==> config.mk <==
export PLATFORM = sky130hd
export DESIGN_NAME = fcs_flash_command_sequencer
export DESIGN_NICKNAME = d
export VERILOG_FILES = /design/src/hw/fcs_pkg.sv /design/src/hw/fcs_flash_command_sequencer.sv
export VERILOG_INCLUDE_DIRS = /design/src /design/src/hw
export SDC_FILE = /design/constraint.sdc
export NUM_CORES = 1
export LEC_CHECK = 0
export ABC_CLOCK_PERIOD_IN_PS = 5600
export BUFFER_PORTS_ARGS = -buffer_cell sky130_fd_sc_hd__buf_2
export CAP_MARGIN = 30
export CORE_MARGIN = 4
export CORE_UTILIZATION = 55
export CTS_BUF_LIST = sky130_fd_sc_hd__clkbuf_4 sky130_fd_sc_hd__clkbuf_8
export CTS_CLUSTER_DIAMETER = 30
export DETAILED_ROUTE_END_ITERATION = 8
export GPL_TIMING_DRIVEN = 0
export PLACE_DENSITY = 0.83
export SYNTH_ARGS = -nofsm -noshare
export SYNTH_HDL_FRONTEND = slang
export SYNTH_SLANG_ARGS = --single-unit
==> constraint.sdc <==
create_clock -name i_sys_clk -period 5.6 [get_ports i_sys_clk]
set_clock_uncertainty 0.05 [all_clocks]
set_input_delay 0.28 -clock i_sys_clk [delete_from_list [all_inputs] [get_ports i_sys_clk]]
set_output_delay 0.28 -clock i_sys_clk [all_outputs]
set_load 0.05 [all_outputs]
==> src/hw/fcs_defs.svh <==
/*
  Constants of the flash command sequencer: command bytes, status bit
  positions, default unlock addresses and timing counts.
  Assumes a 200 MHz system clock; included by bare name.
*/
`ifndef FCS_DEFS_SVH
`define FCS_DEFS_SVH

// ==========================================================
// command bytes
`define FCS_CMD_UNLOCK1      8'hAA
`define FCS_CMD_UNLOCK2      8'h55
`define FCS_CMD_BYPASS       8'h20
`define FCS_CMD_PROGRAM      8'hA0
`define FCS_CMD_BYP_EXIT1    8'h90
`define FCS_CMD_BYP_EXIT2    8'h00
`define FCS_CMD_ERASE_SETUP  8'h80
`define FCS_CMD_BULK         8'h10
`define FCS_CMD_SECTOR       8'h30
`define FCS_CMD_SUSPEND      8'hB0
`define FCS_CMD_RESUME       8'h30
`define FCS_CMD_RESET        8'hF0

// ==========================================================
// default unlock addresses
`define FCS_UNLOCK_ADDR1     16'h0555
`define FCS_UNLOCK_ADDR2     16'h0AAA

// ==========================================================
// status byte bit positions
`define FCS_ST_POLL          7
`define FCS_ST_TOGGLE        6
`define FCS_ST_ERROR         5
`define FCS_ST_TIMEOUT       3

// ==========================================================
// timing
`define FCS_CLK_PERIOD_NS    5
`define FCS_WIN_TIME_US      80
`define FCS_SUSP_TIME_US     15
`define FCS_ABORT_TIME_US    25
`define FCS_WIN_CYC          ((`FCS_WIN_TIME_US * 1000) / `FCS_CLK_PERIOD_NS)
`define FCS_SUSP_CYC         ((`FCS_SUSP_TIME_US * 1000) / `FCS_CLK_PERIOD_NS)
`define FCS_ABORT_CYC        ((`FCS_ABORT_TIME_US * 1000) / `FCS_CLK_PERIOD_NS)

`endif

==> src/hw/fcs_pkg.sv <==
/*
  Types of the flash command sequencer: sequencer states and core operations.
  Assumes nothing of its surroundings.
*/
package fcs_pkg;

  // ==========================================================
  // sequencer states
  typedef enum logic [4:0] {
    ST_READ  = 5'h00,
    ST_UNL1  = 5'h01,
    ST_UNL2  = 5'h02,
    ST_PSET  = 5'h03,
    ST_PROG  = 5'h04,
    ST_BYP   = 5'h05,
    ST_BYPX  = 5'h06,
    ST_ERS0  = 5'h07,
    ST_ERS1  = 5'h08,
    ST_ERS2  = 5'h09,
    ST_BULK  = 5'h0A,
    ST_SWIN  = 5'h0B,
    ST_SECT  = 5'h0C,
    ST_SWAIT = 5'h0D,
    ST_SUSP  = 5'h0E,
    ST_ABORT = 5'h0F,
    ST_ERR   = 5'h10
  } fcs_state_t;

  // ==========================================================
  // operation handed to the cell core
  typedef enum logic [1:0] {
    OP_NONE   = 2'h0,
    OP_PROG   = 2'h1,
    OP_BULK   = 2'h2,
    OP_SECTOR = 2'h3
  } fcs_op_t;

endpackage : fcs_pkg

==> src/hw/fcs_flash_command_sequencer.sv <==
/*
  Command sequencer of one flash array: decodes host byte writes, starts and
  stops the cell core, and answers host reads with array data or status.
  Assumes host bus strobes are one-cycle pulses synchronous to i_sys_clk, that
  the cell core answers o_core_start with one i_core_done pulse, and that one
  sector select is active for every host access.
*/
// Contract
// - unlock AA, 55 then 20h enters bypass mode
// - in bypass, A0h then address and data programs one byte
// - 90h then 00h leaves bypass and returns to read array
// - in bypass every other command is ignored
// - bulk erase is six writes; any wrong byte aborts to read array
// - bulk erase on any sector select erases the whole array
// - bulk erase status shows error, toggle and polling flags
// - during bulk erase every other command is rejected
// - sector erase is six writes; 30h appends sectors within 80 us
// - timeout flag is zero while appending allowed, one after 80 us
// - running sector erase accepts only reset and suspend
// - B0h suspends sector erase, honoured in the append window and while erasing
// - suspend halts within 15 us; toggle flag shows when halted
// - while suspended, erased sector reads invalid, others valid
// - while suspended, no programming; only resume and reset
// - 30h resumes the suspended sector erase
// - reset command returns to read array; needed after errors
// - reset ignored in program or bulk; aborts sector erase in 25 us
// - module reset aborts any operation, read array within 25 us
// - program or erase of protected sector ignored; reads still allowed
// - toggle flag inverts on each read while busy
// - polling flag reads zero until an erase completes
`timescale 1ns/1ps
`include "fcs_defs.svh"

module fcs_flash_command_sequencer #(
  parameter int              AW           = 16,
  parameter int              NSEC         = 12,
  parameter int              TW           = 16,
  parameter logic [AW-1:0]   UNLOCK_ADDR1 = `FCS_UNLOCK_ADDR1,
  parameter logic [AW-1:0]   UNLOCK_ADDR2 = `FCS_UNLOCK_ADDR2,
  parameter int              WIN_CYC      = `FCS_WIN_CYC,
  parameter int              SUSP_CYC     = `FCS_SUSP_CYC,
  parameter int              ABORT_CYC    = `FCS_ABORT_CYC
) (
  input  wire logic            i_sys_clk,
  input  wire logic            i_srst,
  input  wire logic            i_mod_reset,
  input  wire logic            i_bus_wr,
  input  wire logic            i_bus_rd,
  input  wire logic [AW-1:0]   i_bus_addr,
  input  wire logic [7:0]      i_bus_wdata,
  input  wire logic [NSEC-1:0] i_sector_sel,
  input  wire logic [NSEC-1:0] i_sector_prot,
  input  wire logic [7:0]      i_array_rdata,
  input  wire logic            i_core_done,
  input  wire logic            i_core_fail,
  output logic [7:0]           o_bus_rdata,
  output logic                 o_bus_rvalid,
  output logic                 o_rd_invalid,
  output logic                 o_core_start,
  output fcs_pkg::fcs_op_t     o_core_op,
  output logic [AW-1:0]        o_core_addr,
  output logic [7:0]           o_core_data,
  output logic [NSEC-1:0]      o_core_mask,
  output logic                 o_core_suspend,
  output logic                 o_core_abort,
  output logic                 o_ready,
  output logic                 o_bypass
);

  // ==========================================================
  // helpers
  function automatic logic fcs_hit(input logic [NSEC-1:0] a, input logic [NSEC-1:0] b);
    fcs_hit = |(a & b);
  endfunction : fcs_hit

  function automatic logic fcs_busy(input fcs_pkg::fcs_state_t s);
    fcs_busy = (s == fcs_pkg::ST_PROG) || (s == fcs_pkg::ST_BULK) || (s == fcs_pkg::ST_SWIN) ||
               (s == fcs_pkg::ST_SECT) || (s == fcs_pkg::ST_SWAIT) || (s == fcs_pkg::ST_ERR);
  endfunction : fcs_busy

  // ==========================================================
  // state
  fcs_pkg::fcs_state_t state_q, state_d;
  fcs_pkg::fcs_op_t    op_q, op_d;
  logic [TW-1:0]       tmr_q, tmr_d;
  logic [NSEC-1:0]     mask_q, mask_d;
  logic [AW-1:0]       addr_q, addr_d;
  logic [7:0]          data_q, data_d;
  logic                byp_q, byp_d;
  logic                err_q, err_d;
  logic                pol_q, pol_d;
  logic                tog_q, tog_d;
  logic                start_q, start_d;
  logic                abort_q, abort_d;
  logic [7:0]          rdata_q, rdata_d;
  logic                rvalid_q, rvalid_d;
  logic                inval_q, inval_d;

  logic                wr_ok;
  logic                prot_hit;
  logic [7:0]          cmd;
  logic [7:0]          status;

  assign wr_ok    = i_bus_wr && (|i_sector_sel);
  assign prot_hit = fcs_hit(i_sector_sel, i_sector_prot);
  assign cmd      = i_bus_wdata;

  // status byte; undefined bits read zero
  always_comb begin
    status                 = 8'h00;
    status[`FCS_ST_POLL]   = (state_q == fcs_pkg::ST_PROG) ? pol_q : 1'b0;
    status[`FCS_ST_TOGGLE] = tog_q;
    status[`FCS_ST_ERROR]  = err_q;
    status[`FCS_ST_TIMEOUT] = (state_q == fcs_pkg::ST_SECT) || (state_q == fcs_pkg::ST_SWAIT) ||
                              (state_q == fcs_pkg::ST_SUSP);
  end

  // ==========================================================
  // next state
  always_comb begin
    state_d  = state_q;
    op_d     = op_q;
    tmr_d    = (tmr_q != '0) ? tmr_q - TW'(1) : tmr_q;
    mask_d   = mask_q;
    addr_d   = addr_q;
    data_d   = data_q;
    byp_d    = byp_q;
    err_d    = err_q;
    pol_d    = pol_q;
    tog_d    = tog_q;
    start_d  = 1'b0;
    abort_d  = 1'b0;
    rdata_d  = rdata_q;
    rvalid_d = i_bus_rd;
    inval_d  = 1'b0;

    // host reads
    if (i_bus_rd) begin
      if (fcs_busy(state_q)) begin
        rdata_d = status;
        tog_d   = ~tog_q;
      end else if (state_q == fcs_pkg::ST_SUSP && fcs_hit(i_sector_sel, mask_q)) begin
        rdata_d = 8'hFF;
        inval_d = 1'b1;
      end else begin
        rdata_d = i_array_rdata;
      end
    end

    case (state_q)
      fcs_pkg::ST_READ: begin
        if (wr_ok && cmd == `FCS_CMD_UNLOCK1 && i_bus_addr == UNLOCK_ADDR1) begin
          state_d = fcs_pkg::ST_UNL1;
        end
      end
      fcs_pkg::ST_UNL1: begin
        if (wr_ok) begin
          state_d = (cmd == `FCS_CMD_UNLOCK2 && i_bus_addr == UNLOCK_ADDR2) ? fcs_pkg::ST_UNL2 : fcs_pkg::ST_READ;
        end
      end
      fcs_pkg::ST_UNL2: begin
        if (wr_ok) begin
          case (cmd)
            `FCS_CMD_BYPASS:      begin state_d = fcs_pkg::ST_BYP;  byp_d = 1'b1; end
            `FCS_CMD_PROGRAM:     state_d = fcs_pkg::ST_PSET;
            `FCS_CMD_ERASE_SETUP: state_d = fcs_pkg::ST_ERS0;
            default:              state_d = fcs_pkg::ST_READ;
          endcase
        end
      end
      fcs_pkg::ST_PSET: begin
        if (wr_ok) begin
          if (prot_hit) begin
            state_d = byp_q ? fcs_pkg::ST_BYP : fcs_pkg::ST_READ;
          end else begin
            state_d = fcs_pkg::ST_PROG;
            op_d    = fcs_pkg::OP_PROG;
            addr_d  = i_bus_addr;
            data_d  = i_bus_wdata;
            pol_d   = ~i_bus_wdata[7];
            err_d   = 1'b0;
            start_d = 1'b1;
          end
        end
      end
      fcs_pkg::ST_PROG: begin
        // reset command and new sequences are ignored here
        if (i_core_done) begin
          err_d   = i_core_fail;
          pol_d   = data_q[7];
          state_d = i_core_fail ? fcs_pkg::ST_ERR : (byp_q ? fcs_pkg::ST_BYP : fcs_pkg::ST_READ);
        end
      end
      fcs_pkg::ST_BYP: begin
        if (wr_ok) begin
          if (cmd == `FCS_CMD_PROGRAM) begin
            state_d = fcs_pkg::ST_PSET;
          end else if (cmd == `FCS_CMD_BYP_EXIT1) begin
            state_d = fcs_pkg::ST_BYPX;
          end
          // anything else leaves the mode untouched
        end
      end
      fcs_pkg::ST_BYPX: begin
        if (wr_ok) begin
          if (cmd == `FCS_CMD_BYP_EXIT2) begin
            state_d = fcs_pkg::ST_READ;
            byp_d   = 1'b0;
          end else begin
            state_d = fcs_pkg::ST_BYP;
          end
        end
      end
      fcs_pkg::ST_ERS0: begin
        if (wr_ok) begin
          state_d = (cmd == `FCS_CMD_UNLOCK1 && i_bus_addr == UNLOCK_ADDR1) ? fcs_pkg::ST_ERS1 : fcs_pkg::ST_READ;
        end
      end
      fcs_pkg::ST_ERS1: begin
        if (wr_ok) begin
          state_d = (cmd == `FCS_CMD_UNLOCK2 && i_bus_addr == UNLOCK_ADDR2) ? fcs_pkg::ST_ERS2 : fcs_pkg::ST_READ;
        end
      end
      fcs_pkg::ST_ERS2: begin
        if (wr_ok) begin
          state_d = fcs_pkg::ST_READ;
          err_d   = 1'b0;
          addr_d  = i_bus_addr;
          if (cmd == `FCS_CMD_BULK && !(|i_sector_prot)) begin
            // a protected sector anywhere blocks the whole-array erase
            state_d = fcs_pkg::ST_BULK;
            op_d    = fcs_pkg::OP_BULK;
            mask_d  = '1;
            start_d = 1'b1;
          end else if (cmd == `FCS_CMD_SECTOR && !prot_hit) begin
            state_d = fcs_pkg::ST_SWIN;
            op_d    = fcs_pkg::OP_SECTOR;
            mask_d  = i_sector_sel;
            tmr_d   = TW'(WIN_CYC);
          end
        end
      end
      fcs_pkg::ST_BULK: begin
        if (i_core_done) begin
          err_d   = i_core_fail;
          state_d = i_core_fail ? fcs_pkg::ST_ERR : fcs_pkg::ST_READ;
        end
      end
      fcs_pkg::ST_SWIN: begin
        if (wr_ok && cmd == `FCS_CMD_RESET) begin
          state_d = fcs_pkg::ST_READ;
          mask_d  = '0;
        end else if (wr_ok && cmd == `FCS_CMD_SECTOR) begin
          if (!prot_hit) begin
            mask_d = mask_q | i_sector_sel;
            tmr_d  = TW'(WIN_CYC);
          end
        end else if (wr_ok && cmd == `FCS_CMD_SUSPEND) begin
          // start the erase at once so that it can be halted like a running one
          start_d = 1'b1;
          state_d = fcs_pkg::ST_SWAIT;
          tmr_d   = TW'(SUSP_CYC);
        end else if (tmr_q == '0) begin
          start_d = 1'b1;
          state_d = fcs_pkg::ST_SECT;
        end
      end
      fcs_pkg::ST_SECT: begin
        if (i_core_done) begin
          err_d   = i_core_fail;
          state_d = i_core_fail ? fcs_pkg::ST_ERR : fcs_pkg::ST_READ;
        end else if (wr_ok && cmd == `FCS_CMD_SUSPEND) begin
          state_d = fcs_pkg::ST_SWAIT;
          tmr_d   = TW'(SUSP_CYC);
        end else if (wr_ok && cmd == `FCS_CMD_RESET) begin
          state_d = fcs_pkg::ST_ABORT;
          abort_d = 1'b1;
          tmr_d   = TW'(ABORT_CYC);
        end
      end
      fcs_pkg::ST_SWAIT: begin
        if (tmr_q == '0) begin
          state_d = fcs_pkg::ST_SUSP;
        end
      end
      fcs_pkg::ST_SUSP: begin
        if (wr_ok && cmd == `FCS_CMD_RESUME) begin
          state_d = fcs_pkg::ST_SECT;
        end else if (wr_ok && cmd == `FCS_CMD_RESET) begin
          state_d = fcs_pkg::ST_ABORT;
          abort_d = 1'b1;
          tmr_d   = TW'(ABORT_CYC);
        end
      end
      fcs_pkg::ST_ABORT: begin
        if (tmr_q == '0) begin
          state_d = fcs_pkg::ST_READ;
          mask_d  = '0;
        end
      end
      fcs_pkg::ST_ERR: begin
        if (wr_ok && cmd == `FCS_CMD_RESET) begin
          state_d = fcs_pkg::ST_READ;
          err_d   = 1'b0;
          byp_d   = 1'b0;
        end
      end
      default: begin
        state_d = fcs_pkg::ST_READ;
      end
    endcase

    // module reset overrides everything and holds the abort while asserted
    if (i_mod_reset) begin
      state_d = fcs_pkg::ST_ABORT;
      abort_d = 1'b1;
      start_d = 1'b0;
      byp_d   = 1'b0;
      err_d   = 1'b0;
      tmr_d   = TW'(ABORT_CYC);
    end
  end

  // ==========================================================
  // registers
  always_ff @(posedge i_sys_clk) begin
    if (i_srst) begin
      state_q  <= fcs_pkg::ST_READ;
      op_q     <= fcs_pkg::OP_NONE;
      tmr_q    <= '0;
      mask_q   <= '0;
      addr_q   <= '0;
      data_q   <= 8'h00;
      byp_q    <= 1'b0;
      err_q    <= 1'b0;
      pol_q    <= 1'b0;
      tog_q    <= 1'b0;
      start_q  <= 1'b0;
      abort_q  <= 1'b0;
      rdata_q  <= 8'h00;
      rvalid_q <= 1'b0;
      inval_q  <= 1'b0;
    end else begin
      state_q  <= state_d;
      op_q     <= op_d;
      tmr_q    <= tmr_d;
      mask_q   <= mask_d;
      addr_q   <= addr_d;
      data_q   <= data_d;
      byp_q    <= byp_d;
      err_q    <= err_d;
      pol_q    <= pol_d;
      tog_q    <= tog_d;
      start_q  <= start_d;
      abort_q  <= abort_d;
      rdata_q  <= rdata_d;
      rvalid_q <= rvalid_d;
      inval_q  <= inval_d;
    end
  end

  assign o_bus_rdata    = rdata_q;
  assign o_bus_rvalid   = rvalid_q;
  assign o_rd_invalid   = inval_q;
  assign o_core_start   = start_q;
  assign o_core_op      = op_q;
  assign o_core_addr    = addr_q;
  assign o_core_data    = data_q;
  assign o_core_mask    = mask_q;
  assign o_core_suspend = (state_q == fcs_pkg::ST_SWAIT) || (state_q == fcs_pkg::ST_SUSP);
  assign o_core_abort   = abort_q;
  assign o_ready        = !fcs_busy(state_q) && (state_q != fcs_pkg::ST_ABORT);
  assign o_bypass       = byp_q;
endmodule : fcs_flash_command_sequencer

* Word level (Yosys, flattened, before mapping)
Index checks and enable logic that the tools add are counted.
Cells by class: shifts and indexed selects 0, $lt $le $gt $ge 0, multiply operators 0, muxes and demuxes 103, bitwise operators 7, add/sub/neg operators 1, divide/modulo/power cells 0, eq/ne operators 70, reduce and logical (&&, ||, !) cells 49
Operators with widths (number):
- 2-to-1 mux 16 bit | 15
- 2-to-1 mux 5 bit | 26
- case mux 5 bit (17 select lines) | 1
- 2-to-1 mux 12 bit | 7
- case mux 16 bit (4 select lines) | 1
- inequality test 3 bit, second input constant | 17
- == test 8 bit, second input constant | 6
- OR reduction 12 bit | 4
- == test 5 x 4 -> 1 bit, second input constant | 8
- case mux 12 bit (3 select lines) | 1
- inequality test 2 bit, second input constant | 17
- AND reduction 17 bit | 2
- case mux 16 bit (2 select lines) | 1
- 2-to-1 mux 1 bit | 27
- AND 12 bit | 2
- == test 5 x 3 -> 1 bit, second input constant | 4
- 2-to-1 mux 4 bit | 5
- AND reduction 6 bit | 3
- == test 16 x 11 -> 1 bit, second input constant | 1
- == test 16 x 12 -> 1 bit, second input constant | 1
- == test 8 x 6 -> 1 bit, second input constant | 2
- zero test 16 bit | 1
- 2-to-1 mux 8 bit | 2
- nonzero test 16 bit | 1
- other kinds (37) | 75
Storage, ports and cells: memories kept 0, register bits 75, latch bits 0, memory bits (writable) 0, output and inout port bits 53, bits in read-only memories 0, bits of input ports 63

* Longest topological paths before layout
word-level depth 9, mapped depth 10, gate-level depth less buffers 9

* Least setup slack after synthesis
Ideal clock, no wire load.
kind input port to flip-flop, from input port i_bus_wdata[0], to register state_q[3], setup slack 3.075 ns, setup time 0.132 ns, buffers on the path 1, stages on the path 8, data arrival time 2.343 ns, cells stage by stage or4_1 buf_6 or4_4 nor2_4 nor2_1 or4_4 nor3_2 a211oi_1
On the way: word-level cells in the longest chain between the ends 7, elaborated cells on any way between the ends 41
RTL lines:
- start, declared | RTL line fcs_flash_command_sequencer.sv:50 | input wire logic [7:0] i_bus_wdata,
- == test 8 bit (no source line) or == test 8 x 6 -> 1 bit (tied branches)
- logical AND 1 bit, on equally long branches
- 2-to-1 mux 5 bit, or another cell as far along
- 2-to-1 mux 5 bit, or another cell as far along | RTL line fcs_flash_command_sequencer.sv:272 | end else if (wr_ok && cmd == `FCS_CMD_SUSPEND) begin
- 2-to-1 mux 5 bit, on equally long branches | RTL line fcs_flash_command_sequencer.sv:269, fcs_flash_command_sequencer.sv:225, fcs_flash_command_sequencer.sv:250
- case mux 5 bit (17 select lines) | RTL line fcs_flash_command_sequencer.sv:150 | case (state_q)
- 2-to-1 mux 4 bit | RTL line fcs_flash_command_sequencer.sv:314 | if (i_mod_reset) begin
- end signal, assigned | RTL line fcs_flash_command_sequencer.sv:328 | state_q <= fcs_pkg::ST_READ;
- end signal, assigned | RTL line fcs_flash_command_sequencer.sv:344 | state_q <= state_d;
- end, declared | RTL line fcs_flash_command_sequencer.sv:83 | fcs_pkg::fcs_state_t state_q, state_d;
Several ways; a longest one is shown, not always the timed one. The select of a mux whose other input is x is not followed. A chain may end at the register's enable or synchronous reset.

* Worst setup path in the final report
from register state_q[1], to output port o_ready
On the way: word-level cells in the longest chain between the ends 8, elaborated cells on any way between the ends 14
RTL lines:
- == test 5 x 3 -> 1 bit or == test 5 x 4 -> 1 bit (tied branches) | RTL line fcs_flash_command_sequencer.sv:77 | fcs_busy = (s == fcs_pkg::ST_PROG) || (s == fcs_pkg::ST_BULK) || (s == fcs_pkg::ST_SWIN) ||
- logical OR 1 bit (3 in series) | RTL line fcs_flash_command_sequencer.sv:77
- logical OR 1 bit (2 in series) | RTL line fcs_flash_command_sequencer.sv:78 | (s == fcs_pkg::ST_SECT) || (s == fcs_pkg::ST_SWAIT) || (s == fcs_pkg::ST_ERR);
- zero test 1 bit | RTL line fcs_flash_command_sequencer.sv:372 | assign o_ready = !fcs_busy(state_q) && (state_q != fcs_pkg::ST_ABORT);
- logical AND 1 bit (*) | RTL line fcs_flash_command_sequencer.sv:372
- end, declared | RTL line fcs_flash_command_sequencer.sv:66 | output logic o_ready,
Every way passes the cells marked *; elsewhere a longest branch is shown, timed or not.

==> load_flow_metrics.sql <==
INSERT INTO impl_metrics (metric_group, metric, value, unit) VALUES
('synthesis', 'netlist-cell-type-count', '60', ''),
('synthesis', 'synth_ff_type', 'dfxtp_1', ''),
('routing', 'detail_route.wl_per_cell', '18.27', 'um'),
('routing', 'remaining_drc_errors', '0', ''),
('floorplan', 'design.portCount', '116', ''),
('clocking', 'cts_tree', 'done', ''),
('final_layout', 'area_growth_syn_to_layout', '20.74', '%'),
('synthesis', 'ys_seq_area_frac', '0.3447', ''),
('synthesis', 'ys_top_cells_by_area', 'dfxtp_1, a21oi_1, nand2_1', ''),
('final_layout', 'insertedDiodeCount', '0', ''),
('sta', 'timing_hold_violations_final', '0', ''),
('setup_path', 'worst_path_dominant_cell_family', 'buffers and inverters', ''),
('sta', 'achievable_freq', '331.6', 'MHz'),
('pwr', 'worst_ir_drop_vdd', '0.1615', 'mV'),
('placement', 'gp_routability_congestion', '1.009', ''),
('setup_path', 'timing.critical_path.slowest_stage_cell', 'clkbuf_1', ''),
('global_route', 'initial_antenna_violation_count', '0', ''),
('setup_path', 'worstSetupPathType', 'register to output pin', ''),
('global_route', 'gr-usage-met2', '0.4814', ''),
('placement', 'port_buffers', '112', ''),
('pwr', 'power.share.combinational', '0.329', ''),
('sta', 'finalSetupViolations', '0', ''),
('synthesis', 'yosys_register_bits', '75', ''),
('setup_path', 'worst_ep_arrival_time', '2.69', 'ns'),
('final_layout', 'stdcell_count', '797', ''),
('global_route', 'gr-usage-all-layers', '0.3065', ''),
('hold_path', 'worstHoldStart', 'i_bus_addr[13]', ''),
('global_route', 'via_count_of_the_first_global_routing_pass', '4772', ''),
('floorplan', 'chipHeight', '96.99', 'um'),
('synthesis', 'mean_syn_cell_area', '7.668', 'sq um'),
('placement', 'detailedPlacementHpwl', '11130', 'um'),
('hold_path', 'timing.hold.worst_endpoint', 'o_core_addr[13]', ''),
('clocking', 'cts-htree-levels', '3', ''),
('final_layout', 'share_of_layout_cells_above_drive_strength_1', '0.2072', ''),
('setup_path', 'path_buf_inv', '4', ''),
('synthesis', 'synth_warnings', '0', ''),
('flow_run', 'cap_viol_max_count', '0', ''),
('synthesis', 'synth_area', '4355', 'sq um'),
('sta', 'finalWorstPathRequiredPeriod', '3.016', 'ns'),
('hold_path', 'hold_path_class', 'input port to register', ''),
('pwr', 'power_frac_seq', '0.377', ''),
('clocking', 'clk-insertion-delay-late', '0.36', 'ns'),
('synthesis', 'synth_edf_count', '0', ''),
('run_status', 'run_status', 'finished, final reports clean', ''),
('floorplan', 'design.core.area', '7727', 'sq um'),
('setup_path', 'kind_of_launch_point_of_the_worst_setup_path', 'register', ''),
('sta', 'final_max_slew_viol_count', '0', ''),
('routing', 'drtPass1Iterations', '6', ''),
('hold_path', 'min_delay_path_depth', '3', ''),
('clocking', 'clockRootBuffer', 'clkbuf_8', ''),
('sta', 'final_layout_setup_total_negative_slack', '0', 'ns'),
('floorplan', 'rows', '32', ''),
('synthesis', 'yosys.area.top_type', 'dfxtp_1', ''),
('routing', 'drt.antenna.violating_nets', '0', ''),
('synthesis', 'netlist.area_leader.share', '0.3447', ''),
('pwr', 'power.density', '301.8', 'nW/um^2'),
('synthesis', 'postSynth.asyncResetShare', '0', ''),
('floorplan', 'die_x', '96.99', 'um'),
('sta', 'worstMarginPinSlew', '0.8325', 'ns'),
('clocking', 'clk_pin_slew', '0.08', 'ns'),
('routing', 'drt-total-wl', '14560', 'um'),
('global_route', 'grt_most_used_layer', 'met2', ''),
('final_layout', 'fin_nets', '756', ''),
('placement', 'place_inst', '782', ''),
('setup_path', 'critical_path_required', '5.27', 'ns'),
('sta', 'rsz_0062_raised_after_global_routing', 'no', ''),
('floorplan', 'initial_utilization', '0.5636', ''),
('routing', 'vias', '4917', ''),
('synthesis', 'netlist_instances', '568', ''),
('clocking', 'post-cts-setup-buffers', '0', ''),
('setup_path', 'worst-r2r-cell-count', '10', '');
state kept, by name, summed over array words and instances, names as in the netlist:
register      cells
tog_q             1
o_core_start      1
o_core_op         2
o_core_data       8
pol_q             1
o_core_mask      12
o_core_abort      1
o_bus_rdata       8
tmr_q            16
o_rd_invalid      1
o_core_addr      16
o_bypass          1
err_q             1
o_bus_rvalid      1
state_q           5
cells in the mapped netlist, types with 3 or more instances:
cell type,count
xnor2_1,13
o31ai_1,3
o21a_1,3
mux2i_1,10
nor4bb_1,3
o221ai_1,3
dfxtp_1,75
a21o_1,4
buf_1,3
nand2b_1,16
xor2_1,7
clkbuf_1,29
o211ai_1,9
nand4_1,7
nor4_1,16
nor3b_1,3
buf_2,3
or4_1,7
and3_1,7
a21oi_1,65
a211oi_1,5
o2bb2ai_1,12
nand3_1,18
nor3_1,18
nor4b_1,4
a22oi_1,11
inv_1,7
nor2b_1,9
nand2_1,74
a31oi_1,9
nand4b_1,4
o21ai_0,14
or2_2,3
or3_1,6
and2_1,3
nor2_1,52
metal layers:
metal | routed length [um] | part of all wire
met1 | 6146 | 0.42
met2 | 6573 | 0.45
met3 | 1430 | 0.098
met4 | 408 | 0.028
met5 | 0 | 0
cell type report:
cell class / count / area [sq um]
Sequential cell: 75 / 1501
Fill cell: 668 / 2469
Buffer: 36 / 146.4
Inverter: 7 / 26.28
Multi-Input combinational cell: 450 / 2681
Clock buffer: 10 / 137.6
Clock inverter: 5 / 77.57
Timing Repair Buffer: 112 / 560.5
Tap cell: 102 / 127.6
cells by family after synthesis:
| logic type | after synthesis | share of synthesized area |
|---|---|---|
| mux | 10 | 0.02298 |
| buf+inv | 43 | 0.03964 |
| xor+xnor | 20 | 0.04022 |
| simple gates | 261 | 0.3149 |
| compound gates | 157 | 0.2318 |
| flops | 75 | 0.3447 |
| fa+ha+maj | 2 | 0.005745 |
worst min-delay path: stages:
cell and delay [ns]:
buf_2 0.10, nand2_1 0.05, a21oi_1 0.05
power by group through the flow:
stage	combinational (W)	clock, W	sequential [W]
after floorplan	0.000306	0	0.000667
after global placement	0.000502	0	0.000607
after detailed placement	0.000507	0	0.000610
after CTS	0.000509	0.000470	0.000597
after global routing	0.000567	0.000492	0.000602
final	0.000523	0.000467	0.000598
cell usage in the layout (no fill, tap or decap), types with 10 or more instances in the layout:
cell type | netlist | layout
buf_2 | 3 | 115
dfxtp_1 | 75 | 75
nand2_1 | 74 | 74
a21oi_1 | 65 | 65
nor2_1 | 52 | 52
clkbuf_1 | 29 | 29
nor3_1 | 18 | 18
nand3_1 | 18 | 18
nand2b_1 | 16 | 16
nor4_1 | 16 | 16
o21ai_0 | 14 | 14
xnor2_1 | 13 | 13
o2bb2ai_1 | 12 | 12
a22oi_1 | 11 | 11
mux2i_1 | 10 | 10
clkbuf_8 | 0 | 10
worst max-delay path by stage:
stage / start / end / slack, ns / cells after the start
after global routing: state_q[3] / o_core_mask[6] / 2.37 / 10
after detailed placement: i_bus_wdata[0] / tmr_q[2] / 2.70 / 8
after global placement: i_bus_wdata[0] / o_core_mask[5] / 2.68 / 10
final: state_q[1] / o_ready / 2.58 / 8
after floorplan: i_bus_wdata[0] / state_q[3] / 3.07 / 8
after CTS: state_q[1] / o_ready / 2.69 / 8
metrics by stage:
stage / setup WS [ns] / cell area (sq um) / total power, W / util
after floorplan: 3.075 / 4355 / 0.0009722 / -
after global placement: 2.682 / 5044 / 0.001109 / 0.6527
after detailed placement: 2.703 / 5044 / 0.001116 / 0.6527
after global routing: 2.375 / 5259 / 0.001661 / 0.6805
final: 2.584 / 5259 / 0.001587 / 0.6805
after CTS: 2.686 / 5259 / 0.001576 / 0.6805
Power figures use the tool's default switching activity.
